==> config.mk <==
export PLATFORM = sky130hd
export DESIGN_NAME = stop_mode_controller
export DESIGN_NICKNAME = d
export VERILOG_FILES = /design/src/stop_pkg.sv /design/src/pin_sync.sv /design/src/stop_level_resolver.sv /design/src/stop_mode_controller.sv
export SDC_FILE = /design/constraint.sdc
export NUM_CORES = 1
export LEC_CHECK = 0
export ABC_CLOCK_PERIOD_IN_PS = 3400
export BUFFER_PORTS_ARGS = -buffer_cell sky130_fd_sc_hd__buf_2
export CORE_UTILIZATION = 53
export CTS_BUF_LIST = sky130_fd_sc_hd__clkbuf_8
export CTS_CLUSTER_DIAMETER = 30
export DETAILED_ROUTE_END_ITERATION = 10
export GPL_TIMING_DRIVEN = 0
export PLACE_DENSITY = 0.78
export SETUP_SLACK_MARGIN = 0.3
export SYNTH_ARGS = -nofsm -noshare
export SYNTH_HDL_FRONTEND = slang
export SYNTH_SLANG_ARGS = --single-unit
==> constraint.sdc <==
create_clock -name mclk_in -period 3.4 [get_ports mclk_in]
set_input_delay 0.34 -clock mclk_in [delete_from_list [all_inputs] [get_ports mclk_in]]
set_output_delay 0.34 -clock mclk_in [all_outputs]
set_load 0.01 [all_outputs]
==> src/stop_pkg.sv <==
// Constants, field layouts and carrier types of the stop-mode controller.
// Assumes a single 125 MHz clock and an 8-bit register port.
package stop_pkg;

  localparam int unsigned DATA_W = 8;
  localparam int unsigned ADDR_W = 8;

  // Register offsets.
  localparam logic [7:0] OFS_PWR_ONE = 8'h00;
  localparam logic [7:0] OFS_PWR_TWO = 8'h01;
  localparam logic [7:0] OFS_OPTION  = 8'h02;
  localparam logic [7:0] OFS_DEBUG   = 8'h03;
  localparam logic [7:0] OFS_CLKSTBY = 8'h04;
  localparam logic [7:0] OFS_KBD_EN  = 8'h05;
  localparam logic [7:0] OFS_STATUS  = 8'h06;

  // Field positions.
  localparam int unsigned B_LV_DET   = 0;
  localparam int unsigned B_LV_STOP  = 1;
  localparam int unsigned B_LV_RST   = 2;
  localparam int unsigned B_LV_FLAG  = 3;
  localparam int unsigned B_PPD_SEL  = 0;
  localparam int unsigned B_PD_SEL   = 1;
  localparam int unsigned B_PPD_FLAG = 2;
  localparam int unsigned B_PPD_ACK  = 3;
  localparam int unsigned B_PERMIT   = 0;
  localparam int unsigned B_DBG_EN   = 0;
  localparam int unsigned B_BG_ACT   = 1;
  localparam int unsigned B_OSC_KEEP = 0;
  localparam int unsigned B_REF_KEEP = 1;
  localparam int unsigned B_TMR_ON   = 2;
  localparam int unsigned B_TMR_EXT  = 3;
  localparam int unsigned B_IN_STOP  = 2;

  // Reset values.
  localparam logic [7:0] PWR_ONE_RST = 8'h00;
  localparam logic [7:0] PWR_TWO_RST = 8'h00;
  localparam logic [7:0] OPTION_RST  = 8'h00;
  localparam logic [7:0] DEBUG_RST   = 8'h00;
  localparam logic [7:0] CLKSTBY_RST = 8'h00;
  localparam logic [7:0] KBD_EN_RST  = 8'h00;

  typedef enum logic [1:0] {LVL_NONE, LVL_DEEP, LVL_MID, LVL_LIGHT} level_t;

  typedef struct packed {
    logic dbg_en;
    logic lv_det_en;
    logic lv_stop_en;
    logic pd_sel;
    logic ppd_sel;
    logic osc_keep;
    logic ref_keep;
    logic timer_on;
    logic timer_ext;
  } stop_req_t;

  typedef struct packed {
    level_t level;
    logic   reg_full;
    logic   dbg_clk;
    logic   lvd_on;
    logic   osc_keep;
    logic   ref_keep;
    logic   int1k_en;
    logic   pin_hold;
    logic   pin_force;
    logic   ram_keep;
    logic   kbd_wake;
    logic   timer_wake;
  } stop_plan_t;

  typedef struct packed {
    logic periph_clk_en;
    logic dbg_clk_en;
    logic reg_full;
    logic clkgen_standby;
    logic clkgen_off;
    logic osc_keep;
    logic ref_keep;
    logic int1k_en;
    logic pin_hold;
    logic pin_force_reset;
    logic ram_keep;
    logic conv_standby;
    logic kbd_wake_en;
    logic timer_wake_en;
  } power_ctl_t;

  typedef struct packed {
    logic valid;
    logic background;
    logic mem_status;
    logic go;
  } dbg_cmd_t;

  typedef struct packed {
    logic valid;
    logic stop_err;
    logic bg_active;
  } dbg_stat_t;

endpackage

==> src/pin_sync.sv <==
// Two-flop synchroniser for pins from outside the clock domain.
// Assumes the pins change slowly against the 125 MHz clock.
`timescale 1ns/1ps
`default_nettype none
module pin_sync #(
  parameter int unsigned WIDTH = 1,
  parameter logic [WIDTH-1:0] RST_VAL = '0
) (
  input  wire logic             mclk_in,
  input  wire logic             rst_in,
  input  wire logic [WIDTH-1:0] d_in,
  output var  logic [WIDTH-1:0] q_out
);

  logic [WIDTH-1:0] meta_q;

  always_ff @(posedge mclk_in or posedge rst_in) begin
    if (rst_in) begin
      meta_q <= RST_VAL;
      q_out  <= RST_VAL;
    end else begin
      meta_q <= d_in;
      q_out  <= meta_q;
    end
  end

endmodule
`default_nettype wire

==> src/stop_level_resolver.sv <==
// Resolves the requested stop level into the effective level and its domains.
// Assumes the request is sampled by its user when STOP executes.
`timescale 1ns/1ps
`default_nettype none
module stop_level_resolver (
  input  wire stop_pkg::stop_req_t  req_in,
  output var  stop_pkg::stop_plan_t plan_out
);

  stop_pkg::level_t asked;

  always_comb begin
    asked = req_in.pd_sel ? (req_in.ppd_sel ? stop_pkg::LVL_MID : stop_pkg::LVL_DEEP)
                          : stop_pkg::LVL_LIGHT;
    plan_out = '0;
    plan_out.level = (req_in.dbg_en || req_in.lv_stop_en) ? stop_pkg::LVL_LIGHT
                                                          : asked;
    plan_out.dbg_clk  = req_in.dbg_en;
    plan_out.lvd_on   = req_in.lv_det_en && req_in.lv_stop_en;
    plan_out.reg_full = req_in.dbg_en || plan_out.lvd_on;
    plan_out.ram_keep = (plan_out.level != stop_pkg::LVL_DEEP);
    plan_out.pin_hold  = (plan_out.level == stop_pkg::LVL_MID);
    plan_out.pin_force = (plan_out.level == stop_pkg::LVL_DEEP);
    plan_out.kbd_wake  = (plan_out.level == stop_pkg::LVL_LIGHT);
    plan_out.timer_wake = req_in.timer_on && (plan_out.level != stop_pkg::LVL_DEEP);
    if (plan_out.level == stop_pkg::LVL_LIGHT) begin
      plan_out.osc_keep = req_in.osc_keep;
      plan_out.ref_keep = req_in.ref_keep;
      plan_out.int1k_en = req_in.timer_on && !req_in.timer_ext && !req_in.dbg_en;
    end else begin
      plan_out.int1k_en = plan_out.timer_wake;
    end
  end

endmodule
`default_nettype wire

==> src/stop_mode_controller.sv <==
// Stop-mode controller: register port, level choice, stop domains and wake-up.
// Assumes STOP and debug commands come from logic on mclk_in; pins are async.
`timescale 1ns/1ps
`default_nettype none
module stop_mode_controller #(
  parameter int unsigned KBD_W = 8
) (
  input  wire logic                        mclk_in,
  input  wire logic                        rst_in,
  input  wire logic [stop_pkg::ADDR_W-1:0] addr_in,
  input  wire logic [stop_pkg::DATA_W-1:0] wdata_in,
  input  wire logic                        wr_in,
  input  wire logic                        rd_in,
  output var  logic [stop_pkg::DATA_W-1:0] rdata_out,
  input  wire logic                        stop_exec_in,
  input  wire logic                        rst_pin_n_in,
  input  wire logic                        irq_pin_n_in,
  input  wire logic [KBD_W-1:0]            kbd_pins_in,
  input  wire logic                        wake_tick_in,
  input  wire logic                        lowvolt_trip_in,
  input  wire stop_pkg::dbg_cmd_t          dbg_cmd_in,
  output var  stop_pkg::dbg_stat_t         dbg_stat_out,
  output var  stop_pkg::power_ctl_t        power_ctl_out,
  output var  stop_pkg::level_t            stop_level_out,
  output var  logic                        illegal_reset_out,
  output var  logic                        sys_reset_out,
  output var  logic                        resume_out,
  output var  logic                        lvd_irq_out,
  output var  logic                        lvd_reset_out
);

  // ****************************************************************
  // Parameter check.
  // ****************************************************************
  if (KBD_W < 1 || KBD_W > stop_pkg::DATA_W) begin : g_bad_kbd
    $error("KBD_W must lie between 1 and the data width.");
  end

  // ****************************************************************
  // Pin synchronisers.
  // ****************************************************************
  localparam int unsigned SYNC_W = KBD_W + 3;
  localparam logic [SYNC_W-1:0] SYNC_RST = {{(KBD_W + 2){1'b1}}, 1'b0};

  logic [SYNC_W-1:0] sync_q;
  logic              rst_pin_n_s;
  logic              irq_n_s;
  logic [KBD_W-1:0]  kbd_s;
  logic              lv_s;

  pin_sync #(
    .WIDTH   (SYNC_W),
    .RST_VAL (SYNC_RST)
  ) u_sync (
    .mclk_in (mclk_in),
    .rst_in  (rst_in),
    .d_in    ({rst_pin_n_in, irq_pin_n_in, kbd_pins_in, lowvolt_trip_in}),
    .q_out   (sync_q)
  );

  assign {rst_pin_n_s, irq_n_s, kbd_s, lv_s} = sync_q;

  // ****************************************************************
  // State.
  // ****************************************************************
  typedef enum logic {ST_RUN, ST_STOP} state_t;

  state_t               state_q, state_d;
  logic [7:0]           pwr_one_q, pwr_one_d;
  logic [7:0]           pwr_two_q, pwr_two_d;
  logic [7:0]           option_q, option_d;
  logic [7:0]           debug_q, debug_d;
  logic [7:0]           clkstby_q, clkstby_d;
  logic [KBD_W-1:0]     kbd_en_q, kbd_en_d;
  logic                 ppd_flag_q, ppd_flag_d;
  logic                 lvd_flag_q, lvd_flag_d;
  logic                 bg_active_q, bg_active_d;
  logic                 lv_prev_q;
  stop_pkg::stop_plan_t plan_q, plan_d;
  stop_pkg::power_ctl_t pctl_d;
  stop_pkg::dbg_stat_t  stat_d;
  logic [7:0]           rdata_d;
  logic                 illegal_d;
  logic                 sys_reset_d;
  logic                 resume_d;
  logic                 lvd_irq_d;
  logic                 lvd_reset_d;

  stop_pkg::stop_req_t  req;
  stop_pkg::stop_plan_t plan_now;
  logic                 stop_go;
  logic                 lvd_active;
  logic                 trip_evt;
  logic                 rst_wake;
  logic                 kbd_wake;
  logic                 tick_wake;
  logic                 bg_wake;
  logic                 wake;

  // ****************************************************************
  // Level resolution.
  // ****************************************************************
  always_comb begin
    req            = '0;
    req.dbg_en     = debug_q[stop_pkg::B_DBG_EN];
    req.lv_det_en  = pwr_one_q[stop_pkg::B_LV_DET];
    req.lv_stop_en = pwr_one_q[stop_pkg::B_LV_STOP];
    req.pd_sel     = pwr_two_q[stop_pkg::B_PD_SEL];
    req.ppd_sel    = pwr_two_q[stop_pkg::B_PPD_SEL];
    req.osc_keep   = clkstby_q[stop_pkg::B_OSC_KEEP];
    req.ref_keep   = clkstby_q[stop_pkg::B_REF_KEEP];
    req.timer_on   = clkstby_q[stop_pkg::B_TMR_ON];
    req.timer_ext  = clkstby_q[stop_pkg::B_TMR_EXT];
  end

  stop_level_resolver u_resolve (
    .req_in   (req),
    .plan_out (plan_now)
  );

  // ****************************************************************
  // Next-state logic.
  // ****************************************************************
  always_comb begin
    stop_go = (state_q == ST_RUN) && stop_exec_in && option_q[stop_pkg::B_PERMIT];
    lvd_active = (state_q == ST_RUN) ? pwr_one_q[stop_pkg::B_LV_DET] : plan_q.lvd_on;
    trip_evt  = lv_s && !lv_prev_q && lvd_active;
    rst_wake  = !rst_pin_n_s || (trip_evt && pwr_one_q[stop_pkg::B_LV_RST]);
    kbd_wake  = plan_q.kbd_wake && |(~kbd_s & kbd_en_q);
    tick_wake = plan_q.timer_wake && wake_tick_in;
    bg_wake   = plan_q.dbg_clk && dbg_cmd_in.valid && dbg_cmd_in.background;
    wake = (state_q == ST_STOP) && (rst_wake || !irq_n_s || kbd_wake || tick_wake || bg_wake);

    state_d     = state_q;
    plan_d      = plan_q;
    pwr_one_d   = pwr_one_q;
    pwr_two_d   = pwr_two_q;
    option_d    = option_q;
    debug_d     = debug_q;
    clkstby_d   = clkstby_q;
    kbd_en_d    = kbd_en_q;
    ppd_flag_d  = ppd_flag_q;
    lvd_flag_d  = lvd_flag_q;
    bg_active_d = bg_active_q;
    illegal_d   = (state_q == ST_RUN) && stop_exec_in && !option_q[stop_pkg::B_PERMIT];
    sys_reset_d = 1'b0;
    resume_d    = 1'b0;
    lvd_reset_d = trip_evt && pwr_one_q[stop_pkg::B_LV_RST];
    stat_d      = '0;
    rdata_d     = 8'h00;

    // Register writes.
    if (wr_in) begin
      case (addr_in)
        stop_pkg::OFS_PWR_ONE: begin
          pwr_one_d = {5'h00, wdata_in[2:0]};
          if (wdata_in[stop_pkg::B_LV_FLAG]) begin
            lvd_flag_d = 1'b0;
          end
        end
        stop_pkg::OFS_PWR_TWO: begin
          pwr_two_d = {6'h00, wdata_in[1:0]};
          if (wdata_in[stop_pkg::B_PPD_ACK]) begin
            ppd_flag_d = 1'b0;
          end
        end
        stop_pkg::OFS_OPTION:  option_d  = {7'h00, wdata_in[stop_pkg::B_PERMIT]};
        stop_pkg::OFS_DEBUG:   debug_d   = {7'h00, wdata_in[stop_pkg::B_DBG_EN]};
        stop_pkg::OFS_CLKSTBY: clkstby_d = {4'h0, wdata_in[3:0]};
        stop_pkg::OFS_KBD_EN:  kbd_en_d  = wdata_in[KBD_W-1:0];
        default: begin
        end
      endcase
    end

    // Register reads.
    if (rd_in) begin
      case (addr_in)
        stop_pkg::OFS_PWR_ONE: rdata_d = pwr_one_q | {4'h0, lvd_flag_q, 3'h0};
        stop_pkg::OFS_PWR_TWO: rdata_d = pwr_two_q | {5'h00, ppd_flag_q, 2'h0};
        stop_pkg::OFS_OPTION:  rdata_d = option_q;
        stop_pkg::OFS_DEBUG:   rdata_d = debug_q | {6'h00, bg_active_q, 1'b0};
        stop_pkg::OFS_CLKSTBY: rdata_d = clkstby_q;
        stop_pkg::OFS_KBD_EN:  rdata_d = 8'(kbd_en_q);
        stop_pkg::OFS_STATUS:  rdata_d = {4'h0, bg_active_q, state_q == ST_STOP, plan_q.level};
        default:               rdata_d = 8'h00;
      endcase
    end

    // Low-voltage flag: a trip wins over a clear in the same cycle.
    if (trip_evt) begin
      lvd_flag_d = 1'b1;
    end

    // Debug commands.
    if (dbg_cmd_in.valid) begin
      if (dbg_cmd_in.mem_status) begin
        stat_d.valid    = 1'b1;
        stat_d.stop_err = (state_q == ST_STOP);
      end
      if (state_q == ST_RUN && dbg_cmd_in.background && debug_q[stop_pkg::B_DBG_EN]) begin
        bg_active_d = 1'b1;
      end
      if (state_q == ST_RUN && dbg_cmd_in.go) begin
        bg_active_d = 1'b0;
      end
    end

    // Stop entry and wake-up.
    case (state_q)
      ST_RUN: begin
        if (stop_go) begin
          state_d = ST_STOP;
          plan_d  = plan_now;
        end
      end
      ST_STOP: begin
        if (wake) begin
          state_d = ST_RUN;
          if (plan_q.level != stop_pkg::LVL_LIGHT || rst_wake) begin
            sys_reset_d = 1'b1;
            pwr_one_d   = stop_pkg::PWR_ONE_RST;
            pwr_two_d   = stop_pkg::PWR_TWO_RST;
            option_d    = stop_pkg::OPTION_RST;
            debug_d     = stop_pkg::DEBUG_RST;
            clkstby_d   = stop_pkg::CLKSTBY_RST;
            kbd_en_d    = KBD_W'(stop_pkg::KBD_EN_RST);
            bg_active_d = 1'b0;
            if (plan_q.level == stop_pkg::LVL_MID) begin
              ppd_flag_d = 1'b1;
            end
          end else if (bg_wake) begin
            bg_active_d = 1'b1;
          end else begin
            resume_d = 1'b1;
          end
        end
      end
      default: state_d = ST_RUN;
    endcase

    stat_d.bg_active = bg_active_d;
    lvd_irq_d = lvd_flag_d && !pwr_one_d[stop_pkg::B_LV_RST];

    // Power domain controls follow the next state.
    pctl_d               = '0;
    pctl_d.periph_clk_en = 1'b1;
    pctl_d.dbg_clk_en    = 1'b1;
    pctl_d.reg_full      = 1'b1;
    pctl_d.ram_keep      = 1'b1;
    pctl_d.int1k_en      = clkstby_d[stop_pkg::B_TMR_ON];
    pctl_d.pin_hold      = ppd_flag_d;
    if (state_d == ST_STOP) begin
      pctl_d.periph_clk_en   = 1'b0;
      pctl_d.dbg_clk_en      = plan_d.dbg_clk;
      pctl_d.reg_full        = plan_d.reg_full;
      pctl_d.clkgen_standby  = plan_d.level == stop_pkg::LVL_LIGHT && !plan_d.dbg_clk;
      pctl_d.clkgen_off      = plan_d.level != stop_pkg::LVL_LIGHT;
      pctl_d.osc_keep        = plan_d.osc_keep;
      pctl_d.ref_keep        = plan_d.ref_keep;
      pctl_d.int1k_en        = plan_d.int1k_en;
      pctl_d.pin_hold        = plan_d.pin_hold || ppd_flag_d;
      pctl_d.pin_force_reset = plan_d.pin_force;
      pctl_d.ram_keep        = plan_d.ram_keep;
      pctl_d.conv_standby    = 1'b1;
      pctl_d.kbd_wake_en     = plan_d.kbd_wake;
      pctl_d.timer_wake_en   = plan_d.timer_wake;
    end
  end

  // ****************************************************************
  // Registers.
  // ****************************************************************
  always_ff @(posedge mclk_in or posedge rst_in) begin
    if (rst_in) begin
      state_q           <= ST_RUN;
      plan_q            <= '0;
      pwr_one_q         <= stop_pkg::PWR_ONE_RST;
      pwr_two_q         <= stop_pkg::PWR_TWO_RST;
      option_q          <= stop_pkg::OPTION_RST;
      debug_q           <= stop_pkg::DEBUG_RST;
      clkstby_q         <= stop_pkg::CLKSTBY_RST;
      kbd_en_q          <= KBD_W'(stop_pkg::KBD_EN_RST);
      ppd_flag_q        <= 1'b0;
      lvd_flag_q        <= 1'b0;
      bg_active_q       <= 1'b0;
      lv_prev_q         <= 1'b0;
      power_ctl_out     <= '0;
      dbg_stat_out      <= '0;
      rdata_out         <= 8'h00;
      illegal_reset_out <= 1'b0;
      sys_reset_out     <= 1'b0;
      resume_out        <= 1'b0;
      lvd_irq_out       <= 1'b0;
      lvd_reset_out     <= 1'b0;
    end else begin
      state_q           <= state_d;
      plan_q            <= plan_d;
      pwr_one_q         <= pwr_one_d;
      pwr_two_q         <= pwr_two_d;
      option_q          <= option_d;
      debug_q           <= debug_d;
      clkstby_q         <= clkstby_d;
      kbd_en_q          <= kbd_en_d;
      ppd_flag_q        <= ppd_flag_d;
      lvd_flag_q        <= lvd_flag_d;
      bg_active_q       <= bg_active_d;
      lv_prev_q         <= lv_s;
      power_ctl_out     <= pctl_d;
      dbg_stat_out      <= stat_d;
      rdata_out         <= rdata_d;
      illegal_reset_out <= illegal_d;
      sys_reset_out     <= sys_reset_d;
      resume_out        <= resume_d;
      lvd_irq_out       <= lvd_irq_d;
      lvd_reset_out     <= lvd_reset_d;
    end
  end

  assign stop_level_out = (state_q == ST_STOP) ? plan_q.level : stop_pkg::LVL_NONE;
endmodule
`default_nettype wire

==> results.md, run 1 <==
- Later-pin clock latency in the skew report: 0.43 ns
- WL/cell: 17.1 um
- Buffer and inverter count on the worst path: 2
- Netlist cell types: 51
- Period utilization: 0.656
- Power Density: 528 nW/um^2
- Via count: 3347
- Dpl ws: 1.22 ns
- Largest delay share family, worst path: multiplexers
- Slowest stage delay, CP: 0.44 ns
- Port-buffer cells: 66
- R2R Setup Slk: 1.17 ns
- Mapped Area: 4640 um^2
- Reg2Reg Depth: 7
- Cells after DPL: 558
- Die area: 9130 um^2
- CORE AREA: 8340 um^2
- Routed wire length: 10300 um
- Post-synth EDFFs: 0
- Setup TNS: 0 ns
- Synthesis Warnings: 0
- Syn Nets: 422
- Worst r2r dst: power_ctl_out[6]$_DFF_PP0_
- Class of the tightest hold or removal check: input pin to async pin
- Pleak: 2.66 nW
- Final instance area: 5650 um^2
- Root Buffer: clkbuf_8
- Post-route ant nets: 0
- Sequence of cells on the critical path: buf_4 > mux2i_1 > o31ai_4 > nor3_2 > a21oi_2 > inv_2 > mux2_2
- Tightest Pin Transition: 0.826 ns
- H-tree levels: 4
- Ys async rst share: 1.00
- Final Slew Violations: 0
- Num Clock Sinks: 116
- CTS tree: done
- HPWL after DPL: 7060 um
- Critical path fanouts, max: 9
- Fmax: 448 MHz
- Initial DRC count: 326
- Final WS setup: 1.17 ns
- Register bit total from synthesis: 116
- Most common cell after layout, fill and taps aside: dfrtp_1
- Initial antenna violation count: 0
- Syn Area/Cell: 12.0 um^2
- Die W: 95.5 um
- Clock transition at path regs: 0.08 ns
- Remaining Overflow, GRT: 0
- Worst vdd ir: 0.319 mV
- Crit. End Element: flip-flop
- Register area share after synthesis: 0.632
- WP data required: 3.71 ns
- First-pass GRT wire length: 16800 um
- Clock Skews: 0.0130 ns
- Max-cap violations: 0
- GP Congestion: 0.907
- CP arrival: 2.54 ns
- Growth of design area from synthesis to finish: 21.9%
- Longest Clk Path Bufs: 2
- Nets: 520
- Setup bufs post-CTS: 0
- Critical Path Slowest Stage Cell: mux2i_1
- Ys flop type: dfrtp_1
- Cell Count, Final, Fillers Out: 601
- Min Tclk post-route: 2.23 ns
- Crit start category: flip-flop
- Worst R2R Start: power_ctl_out[2]$_DFF_PP0_
- Final hold vios: 0
- Most frequent cells in the layout: dfrtp_1, buf_2, nand2_1, and2_1, nor2_1
- Setup Viol. Count Final: 0
- Rel. slew slack: 0.448
- Diode count: 0
- Largest net degree at the start of global routing: 45
- Synth Instances: 385
- Via/cell ratio: 5.57
- Initial core utilization: 0.556
- Vias in the first global route: 3269
- RSZ-0062 raised after global routing: no
- CTS buffer count: 17
- First-pass DRT Iterations: 6
- Row Count: 33
- Status: completed
- Ports: 69
- DP Area: 5140 um^2
- Global Route Usage Sum: 0.254
- Fraction of layout cells with a size suffix above 1: 0.325
- Setup CP Type: flip-flop to flip-flop
- Die H: 95.5 um
- Number of remaining DRC errors: 0
==> flip-flops by register name (all words and copies together) (netlist names), 11 cells and up <==
register       count
plan_q            13
u_sync.q_out      11
u_sync.meta_q     11
power_ctl_out     14
==> metrics by stage <==
| step | util | hold slack (ns) | power (mW) |
|---|---|---|---|
| floorplan | - | 0.331 | 1.65 |
| global placement | 0.612 | 0.333 | 1.73 |
| detailed placement | 0.616 | 0.340 | 1.74 |
| CTS | 0.678 | 0.0748 | 3.00 |
| global route | 0.678 | 0.112 | 3.10 |
| finish | 0.678 | 0.0536 | 2.99 |
==> report_power, final <==
part           leakage (nW)  switching, mW  total [mW]  internal, mW
logic                 0.963          0.135       0.229        0.0936
registers              1.50         0.0512        1.50          1.45
clock network         0.196          0.580        1.26         0.676
==> timing repair <==
| action | CTS | global route |
|---|---|---|
| resized for setup | 0 | 0 |
| hold endpoints to repair | 11 | 0 |
| hold buffers | 11 | 0 |
==> worst max-delay path by stage <==
stage | from | cells after the start | end | slack, ns
after floorplan | power_ctl_out[2]$_DFF_PP0_ | 7 | power_ctl_out[6]$_DFF_PP0_ | 1.57
after CTS | power_ctl_out[2]$_DFF_PP0_ | 7 | power_ctl_out[6]$_DFF_PP0_ | 1.19
after global placement | rst_in | 2 | lvd_reset_out$_DFF_PP0_ | 1.05
final | power_ctl_out[2]$_DFF_PP0_ | 7 | power_ctl_out[6]$_DFF_PP0_ | 1.17
after global routing | power_ctl_out[2]$_DFF_PP0_ | 7 | power_ctl_out[6]$_DFF_PP0_ | 0.99
after detailed placement | power_ctl_out[2]$_DFF_PP0_ | 7 | power_ctl_out[6]$_DFF_PP0_ | 1.22
==> final cells by class <==
cell class                 instances  area [um^2]
sequential                       116         2930
fill                             627         2690
multi-input combinational        238         1560
timing repair buffer              79          480
clock buffer                      18          248
clock inverter                    14          154
tap                              105          131
buffer                            19          106
inverter                          12         48.8
==> cell usage after synthesis (6+ instances only) <==
master,instances,area [um^2]
a21oi_1,14,70.1
a21oi_2,11,96.3
and2_1,36,225
buf_4,8,60.1
clkbuf_1,6,22.5
dfrtp_1,96,2400
dfstp_2,20,526
inv_1,11,41.3
mux2i_1,12,120
nand2_1,48,180
nand2b_1,7,43.8
nand3_1,11,55.1
nor2_1,21,78.8
nor2b_1,7,43.8
o21ai_0,6,30.0
==> kinds of logic after synthesis <==
group / synth area share
multiplexers: 0.0551
flip-flops: 0.632
AO/OA/AOI/OAI: 0.104
buffers and inverters: 0.0327
AND/OR/NAND/NOR: 0.177
==> layer usage <==
metal  routed length (um)  vias to the layer above  global-route usage
li1                     -                     1519                   -
met1                 4490                     1654               0.351
met2                 4870                      151               0.376
met3                  750                       23              0.0781
met4                  149                        0              0.0995
met5                    0                        -                   0
No activity file was read; power rests on OpenSTA's default activity.
==> inputs of run 2 (changes only) <==
--- a/config.mk
+++ b/config.mk
@@ -5,14 +5,15 @@
 export SDC_FILE = /design/constraint.sdc
 export NUM_CORES = 1
 export LEC_CHECK = 0
-export ABC_CLOCK_PERIOD_IN_PS = 3400
+export ABC_AREA = 1
+export ABC_CLOCK_PERIOD_IN_PS = 2200
 export BUFFER_PORTS_ARGS = -buffer_cell sky130_fd_sc_hd__buf_2
-export CORE_UTILIZATION = 53
+export CORE_UTILIZATION = 59
 export CTS_BUF_LIST = sky130_fd_sc_hd__clkbuf_8
 export CTS_CLUSTER_DIAMETER = 30
 export DETAILED_ROUTE_END_ITERATION = 10
 export GPL_TIMING_DRIVEN = 0
-export PLACE_DENSITY = 0.78
+export PLACE_DENSITY = 0.82
 export SETUP_SLACK_MARGIN = 0.3
 export SYNTH_ARGS = -nofsm -noshare
 export SYNTH_HDL_FRONTEND = slang
==> constraint.sdc (replaced) <==
create_clock -name mclk_in -period 2.2 [get_ports mclk_in]
set_input_delay 0.22 -clock mclk_in [delete_from_list [all_inputs] [get_ports mclk_in]]
set_output_delay 0.22 -clock mclk_in [all_outputs]
set_load 0.01 [all_outputs]
==> run 2 against run 1 <==
Sequential power is 62% higher. Sequential cell count stayed put. Worst setup slack worse by 0.75 ns. Worst hold slack worse by 0.017 ns. Combinational power is 130% higher. Global-route usage is 2.4 points higher. First-iteration DRC count is 35% lower. Non-clock buffer count is 3 lower. Synthesized cell count is 38% higher. Routed wire length is 7.1% higher. Utilization is 7.4 points higher. Critical path depth is 5 higher. Critical path type unchanged. Largest power group unchanged. Highest routed layer unchanged.
==> results.md, run 2 <==
- Status: completed (unchanged)
- Post-synth EDFFs: 0 (unchanged)
- Register area: 2930 um^2 (unchanged)
- Largest register FFs: 14 (unchanged)
- First-pass DRT Iterations: 5 (was 6)
- Port-buffer cells: 67 (was 66)
- Vias in the first global route: 3653 (was 3269)
- Post-route ant nets: 0 (unchanged)
- Critical path fanouts, max: 10 (was 9)
- Pleak: 3.12 nW (was 2.66 nW)
- Crit start category: flip-flop (unchanged)
- Cells after DPL: 704 (was 558)
- Most frequent cells in the layout: nand2_1, dfrtp_1, inv_1, buf_2, nor2_1 (was dfrtp_1, buf_2, nand2_1, and2_1, nor2_1)
- Clock Skews: 0.00807 ns (was 0.0130 ns)
- Root Buffer: clkbuf_8 (unchanged)
- Top reg by flops: power_ctl_out (unchanged)
- RSZ-0062 raised after global routing: no (unchanged)
- Class of the tightest hold or removal check: input pin to flip-flop (was input pin to async pin)
- Yosys top cell by area: dfrtp_1 (unchanged)
- Setup CP Type: flip-flop to flip-flop (unchanged)
- Final hold slack: 0.0362 ns (was 0.0536 ns)
- Synthesis Warnings: 0 (unchanged)
- Synth area leaders: dfrtp_1, nand2_1, dfstp_2 (was dfrtp_1, dfstp_2, and2_1)
- Register bit total from synthesis: 116 (unchanged)
- Initial DRC count: 212 (was 326)
- Period utilization: 0.808 (was 0.656)
- Growth of design area from synthesis to finish: 20.9% (was 21.9%)
- Rel. slew slack: 0.642 (was 0.448)
- CORE AREA: 7890 um^2 (was 8340 um^2)
- Cell Count, Final, Fillers Out: 749 (was 601)
- Area of the multi-input gates: 1560 um^2 (about the same)
- Register area share after synthesis: 0.597 (was 0.632)
- Row Count: 32 (was 33)
- WL/cell: 14.7 um (was 17.1 um)
- Yosys top cell area share: 0.490 (was 0.518)
- Setup TNS: 0 ns (unchanged)
- Routed wire length: 11000 um (was 10300 um)
- CTS tree: done (unchanged)
- Netlist cell types: 30 (was 51)
- Number of remaining DRC errors: 0 (unchanged)
- Max-cap violations: 0 (unchanged)
- Ys async rst share: 1.00 (unchanged)
- Power Density: 804 nW/um^2 (was 528 nW/um^2)
- Post-layout util: 0.752 (was 0.678)
- Ys flop type: dfrtp_1 (unchanged)
- First-pass GRT wire length: 17800 um (was 16800 um)
- Later-pin clock latency in the skew report: 0.43 ns (about the same)
- Crit. End Element: flip-flop (unchanged)
- Min Tclk post-route: 1.78 ns (was 2.23 ns)
- Initial core utilization: 0.622 (was 0.556)
- Initial antenna violation count: 0 (unchanged)
- Die W: 93.2 um (was 95.5 um)
- Num Clock Sinks: 116 (unchanged)
- Most numerous cell in the Yosys netlist: nand2_1 (was dfrtp_1)
- CP arrival: 2.10 ns (was 2.54 ns)
- Top cells by count, synth: nand2_1, dfrtp_1, inv_1 (was dfrtp_1, nand2_1, and2_1)
- Synth Instances: 532 (was 385)
- GP Congestion: 0.925 (was 0.907)
- Syn Nets: 569 (was 422)
- Final hold vios: 0 (unchanged)
- Longest Clk Path Bufs: 2 (unchanged)
- Global Route Usage Sum: 0.278 (was 0.254)
- Largest net degree at the start of global routing: 39 (was 45)
- Die area: 8680 um^2 (was 9130 um^2)
- Final instance area: 5930 um^2 (was 5650 um^2)
- Via count: 3789 (was 3347)
- Fmax: 563 MHz (was 448 MHz)
- Remaining Overflow, GRT: 0 (unchanged)
- Fillers: 565 (was 627)
- CTS buffer count: 17 (unchanged)
- Nets: 671 (was 520)
- Mapped Area: 4900 um^2 (was 4640 um^2)
- Dpl ws: 0.438 ns (was 1.22 ns)
- Tightest Pin Transition: 0.534 ns (was 0.826 ns)
- Setup Viol. Count Final: 0 (unchanged)
- Total power: 4.77 mW (was 2.99 mW)
- Via/cell ratio: 5.06 (was 5.57)
- Final WS setup: 0.423 ns (was 1.17 ns)
- Diode count: 0 (unchanged)
- Die H: 93.2 um (was 95.5 um)
- Final Slew Violations: 0 (unchanged)
- DP Area: 5430 um^2 (was 5140 um^2)
- Most common cell after layout, fill and taps aside: nand2_1 (was dfrtp_1)
- Ports: 69 (unchanged)
- WP data required: 2.52 ns (was 3.71 ns)
- Clock transition at path regs: 0.07 ns (was 0.08 ns)
- HPWL after DPL: 7820 um (was 7060 um)
- Worst vdd ir: 0.567 mV (was 0.319 mV)
- Fraction of layout cells with a size suffix above 1: 0.295 (was 0.325)
- Top flop regs: power_ctl_out: 14 flops, plan_q: 13 flops (unchanged)
- Syn Area/Cell: 9.22 um^2 (was 12.0 um^2)
- H-tree levels: 4 (unchanged)
[run 2: cell types whose count changed in the layout (fill, tap and decap cells not counted), moves of 8 or more]
cell	change
nand2_1	+110
inv_1	+59
and2_1	-35
nor2_2	+23
o21ai_1	+17
nor2_1	+13
mux2i_1	-12
a21oi_2	-11
nand3_1	+10
nand2_2	+8
[run 2: worst max-delay path: stages (launching register included)]
cell and delay [ns]:
dfrtp_1 0.40, buf_6 0.16, inv_4 0.08, nand2_1 0.05, nand2_1 0.09, nand3_2 0.11
nand2_2 0.11, nor2_4 0.04, nand2_4 0.07, nand3_4 0.16, inv_8 0.15, buf_6 0.19
nor2_2 0.05
[run 2: per-layer routing]
metal,vias to the layer above,GRT usage,wire length [um]
li1,1843,-,-
met1,1793,0.367,4830
met2,142,0.455,5420
met3,11,0.0618,614
met4,0,0.0962,127
met5,-,0,0
[run 2: final timing paths]
kind	slack (ns)	cells after the start	from	end
max	0.42	12	power_ctl_out[2]$_DFF_PP0_	pwr_one_q[3]$_DFF_PP0_
min reg2reg	0.36	0	u_sync.meta_q[6]$_DFF_PP1_	u_sync.q_out[6]$_DFF_PP1_
min	0.04	3	stop_exec_in	illegal_reset_out$_DFF_PP0_
max in group asynchronous	1.13	5	rst_in	u_sync.q_out[4]$_DFF_PP1_
min in group asynchronous	0.32	3	rst_in	power_ctl_out[1]$_DFF_PP0_
max reg2reg	0.42	12	power_ctl_out[2]$_DFF_PP0_	pwr_one_q[3]$_DFF_PP0_
[run 2: report_power, final]
group          leakage [nW]  switching (mW)  total (mW)  internal (mW)
logic                  1.48           0.325       0.521          0.196
clock network         0.175           0.923        1.82          0.895
registers              1.46          0.0952        2.43           2.33
total                  3.12            1.34        4.77           3.42
[run 2: cells by family (layout without fill, tap and decap cells)]
group,Yosys count,in the layout,synth area share
compound gates,53,53,0.0587
buf+inv,92,207,0.0850
simple gates,271,271,0.259
flops,116,116,0.597
[run 2: what timing repair did]
item | CTS | global route
hold buffers | 13 | 0
setup endpoints to repair | 0 | 17
resized for setup | 0 | 2
setup buffers | 0 | 0
endpoints found under the hold margin | 24 | 0
[run 2: layout make-up]
class / count / share of cell area
plain buffers: 12 / 0.0188
well taps: 102 / 0.0215
clock inverters: 15 / 0.0222
inverters: 80 / 0.0530
multi-input cells: 324 / 0.263
clock buffers: 17 / 0.0395
repair buffers: 83 / 0.0886
flip-flops and latches: 116 / 0.494
==> inputs of run 3 (changes only) <==
--- a/config.mk
+++ b/config.mk
@@ -6,7 +6,7 @@
 export NUM_CORES = 1
 export LEC_CHECK = 0
 export ABC_AREA = 1
-export ABC_CLOCK_PERIOD_IN_PS = 2200
+export ABC_CLOCK_PERIOD_IN_PS = 1800
 export BUFFER_PORTS_ARGS = -buffer_cell sky130_fd_sc_hd__buf_2
 export CORE_UTILIZATION = 59
 export CTS_BUF_LIST = sky130_fd_sc_hd__clkbuf_8
==> constraint.sdc (replaced) <==
create_clock -name mclk_in -period 1.8 [get_ports mclk_in]
set_input_delay 0.18 -clock mclk_in [delete_from_list [all_inputs] [get_ports mclk_in]]
set_output_delay 0.18 -clock mclk_in [all_outputs]
set_load 0.01 [all_outputs]
==> run 3 against run 2 <==
Final area grew 10%. Clock power increased by 24%. Combinational power increased by 66%. Register-to-register slack worse by 0.32 ns. Sequential cell count unchanged. Worst hold slack got worse by 0.0095 ns. Count of clock-buffer cells in the layout unchanged. Routed wire length up 20%. Clock skew is 0.0036 ns higher.
==> results.md, run 3 (synthesis results as in run 2) <==
- Status: completed (unchanged)
- Largest register FFs: 14 (unchanged)
- Initial core utilization: 0.622 (unchanged)
- WP data required: 2.11 ns (was 2.52 ns)
- Crit. End Element: flip-flop (unchanged)
- Reg2Reg Depth: 13 (was 12)
- First-pass GRT wire length: 19300 um (was 17800 um)
- Final Slew Violations: 0 (unchanged)
- Die area: 8680 um^2 (unchanged)
- CTS buffer count: 17 (unchanged)
- Number of remaining DRC errors: 0 (unchanged)
- Most common cell after layout, fill and taps aside: nand2_1 (unchanged)
- First-pass DRT Iterations: 7 (was 5)
- R2R Setup Slk: 0.10 ns (was 0.42 ns)
- Tightest Pin Transition: 0.548 ns (was 0.534 ns)
- Num Clock Sinks: 116 (unchanged)
- Later-pin clock latency in the skew report: 0.44 ns (was 0.43 ns)
- Ports: 69 (unchanged)
- Setup CP Type: flip-flop to flip-flop (unchanged)
- Fillers: 429 (was 565)
- WL/cell: 17.1 um (was 14.7 um)
- Final hold slack: 0.0267 ns (was 0.0362 ns)
- Vias in the first global route: 4039 (was 3653)
- Worst vdd ir: 0.689 mV (was 0.567 mV)
- Die W: 93.2 um (unchanged)
- Initial antenna violation count: 0 (unchanged)
- Hold EP: dbg_stat_out[1]$_DFF_PP0_ (was illegal_reset_out$_DFF_PP0_)
- Die H: 93.2 um (unchanged)
- Pleak: 3.29 nW (was 3.12 nW)
- Root Buffer: clkbuf_8 (unchanged)
- Worst hold start: dbg_cmd_in[3] (was stop_exec_in)
- Worst Hold Depth: 3 (unchanged)
- GP Congestion: 0.925 (unchanged)
- Class of the tightest hold or removal check: input pin to flip-flop (unchanged)
- Most frequent cells in the layout: nand2_1, dfrtp_1, buf_2, inv_1, nor2_1 (was nand2_1, dfrtp_1, inv_1, buf_2, nor2_1)
- Largest net degree at the start of global routing: 39 (unchanged)
- Final instance area: 6530 um^2 (was 5930 um^2)
- Post-layout util: 0.827 (was 0.752)
- Total power: 6.10 mW (was 4.77 mW)
- Part of the power in combinational logic: 0.142 (was 0.109)
- Via count: 4186 (was 3789)
- Final hold vios: 0 (unchanged)
- CP arrival: 2.00 ns (was 2.10 ns)
- Growth of design area from synthesis to finish: 33.1% (was 20.9%)
- CORE AREA: 7890 um^2 (unchanged)
- Diode count: 0 (unchanged)
- Top reg by flops: power_ctl_out (unchanged)
- Crit start category: flip-flop (unchanged)
- Remaining Overflow, GRT: 0 (unchanged)
- Clock Skews: 0.0117 ns (was 0.00807 ns)
- Initial DRC count: 336 (was 212)
- Top flop regs: power_ctl_out: 14 flops, plan_q: 13 flops (unchanged)
- HPWL after DPL: 7820 um (unchanged)
- Switching pwr: 1.80 mW (was 1.34 mW)
- Critical path fanouts, max: 6 (was 10)
- Fmax: 590 MHz (was 563 MHz)
- RSZ-0062 raised after global routing: yes (was no)
- Row Count: 32 (unchanged)
- Fraction of layout cells with a size suffix above 1: 0.395 (was 0.295)
- Clock share of power: 0.369 (was 0.381)
- Worst r2r dst: debug_q[6]$_DFF_PP0_ (was pwr_one_q[3]$_DFF_PP0_)
- Worst R2R Start: power_ctl_out[2]$_DFF_PP0_ (unchanged)
- Power Density: 935 nW/um^2 (was 804 nW/um^2)
- Cells after DPL: 704 (unchanged)
- Rel. slew slack: 0.632 (was 0.642)
- Max-cap violations: 0 (unchanged)
- CTS tree: done (unchanged)
- DP Area: 5430 um^2 (unchanged)
- Dpl ws: 0.0378 ns (was 0.438 ns)
- Clock transition at path regs: 0.08 ns (was 0.07 ns)
- Min Tclk post-route: 1.70 ns (was 1.78 ns)
- Post-route ant nets: 0 (unchanged)
- Final WS setup: 0.105 ns (was 0.423 ns)
- Setup TNS: 0 ns (unchanged)
- Switching share of power: 0.296 (was 0.282)
- Longest Clk Path Bufs: 2 (unchanged)
- Period utilization: 0.942 (was 0.808)
- Nets: 693 (was 671)
- Via/cell ratio: 5.43 (was 5.06)
- Setup Viol. Count Final: 0 (unchanged)
- Routed wire length: 13200 um (was 11000 um)
- Register share of total power: 0.490 (was 0.509)
- Cell Count, Final, Fillers Out: 771 (was 749)
- Port-buffer cells: 67 (unchanged)
- Int Pwr: 4.29 mW (was 3.42 mW)
- H-tree levels: 4 (unchanged)
- Global Route Usage Sum: 0.302 (was 0.278)
[run 3: cell count changes in the layout (fill, tap and decap cells not counted), sizes merged]
cell,change
dlygate4sd3,+3
clkbuf,+1
buf,+17
inv,+1
[run 3: power by group through the flow]
stage	Combinational [mW]	Sequential, mW	Clock, mW
floorplan	0.416	2.98	0
global placement	0.568	3.00	0
detailed placement	0.610	3.01	0
CTS	0.739	2.97	2.26
global route	0.948	3.00	2.37
finish	0.865	2.99	2.25
[run 3: routing by layer]
| metal | share of wire | GRT usage | vias to the layer above |
|---|---|---|---|
| met3 | 0.075 | 0.0724 | 53 |
| met4 | 0.034 | 0.137 | 0 |
| met2 | 0.51 | 0.507 | 242 |
| met1 | 0.38 | 0.370 | 2002 |
| met5 | 0 | 0 | - |
| li1 | - | - | 1889 |
[run 3: layout make-up]
| class | count | area [um^2] | share of cell area |
|---|---|---|---|
| flip-flops and latches | 116 | 2930 | 0.449 |
| multi-input cells | 324 | 1820 | 0.279 |
| repair buffers | 104 | 792 | 0.121 |
| inverters | 80 | 334 | 0.0512 |
| clock buffers | 17 | 234 | 0.0359 |
| plain buffers | 12 | 151 | 0.0232 |
| clock inverters | 15 | 131 | 0.0201 |
| well taps | 102 | 128 | 0.0196 |
| repair inverters | 1 | 8.76 | 0.00134 |
[run 3: critical path, stage by stage (launching register included)]
cell and delay (ns):
dfrtp_1 0.41, buf_6 0.14, inv_6 0.06, nand2_4 0.05
nand2_4 0.08, nand3_4 0.09, nand2_4 0.08, nor2_4 0.04
nand2_4 0.08, nand3_4 0.11, buf_12 0.18, buf_8 0.13
nand2_2 0.07, nor2_2 0.04
[run 3: worst max path at each step]
stage,start,end,slack (ns),depth (start not counted)
2_1_floorplan,rst_in,bg_active_q$_DFF_PP0_,0.22,1
3_3_place_gp,rst_in,lvd_irq_out$_DFF_PP0_,-0.44,2
3_5_place_dp,power_ctl_out[2]$_DFF_PP0_,pwr_one_q[3]$_DFF_PP0_,0.04,12
4_1_cts,power_ctl_out[2]$_DFF_PP0_,pwr_one_q[1]$_DFF_PP0_,0.18,13
5_1_grt,u_sync.q_out[3]$_DFF_PP1_,debug_q[2]$_DFF_PP0_,0.03,12
6_report,power_ctl_out[2]$_DFF_PP0_,debug_q[6]$_DFF_PP0_,0.10,13
[run 3: what timing repair did]
| item | in CTS | in global routing |
|---|---|---|
| endpoints found under the setup margin | 65 | 72 |
| cloned | 3 | 1 |
| endpoints found under the hold margin | 28 | 0 |
| setup buffers | 10 | 5 |
| pin swaps | 11 | 13 |
| resized for setup | 53 | 51 |
| hold buffers | 16 | 0 |
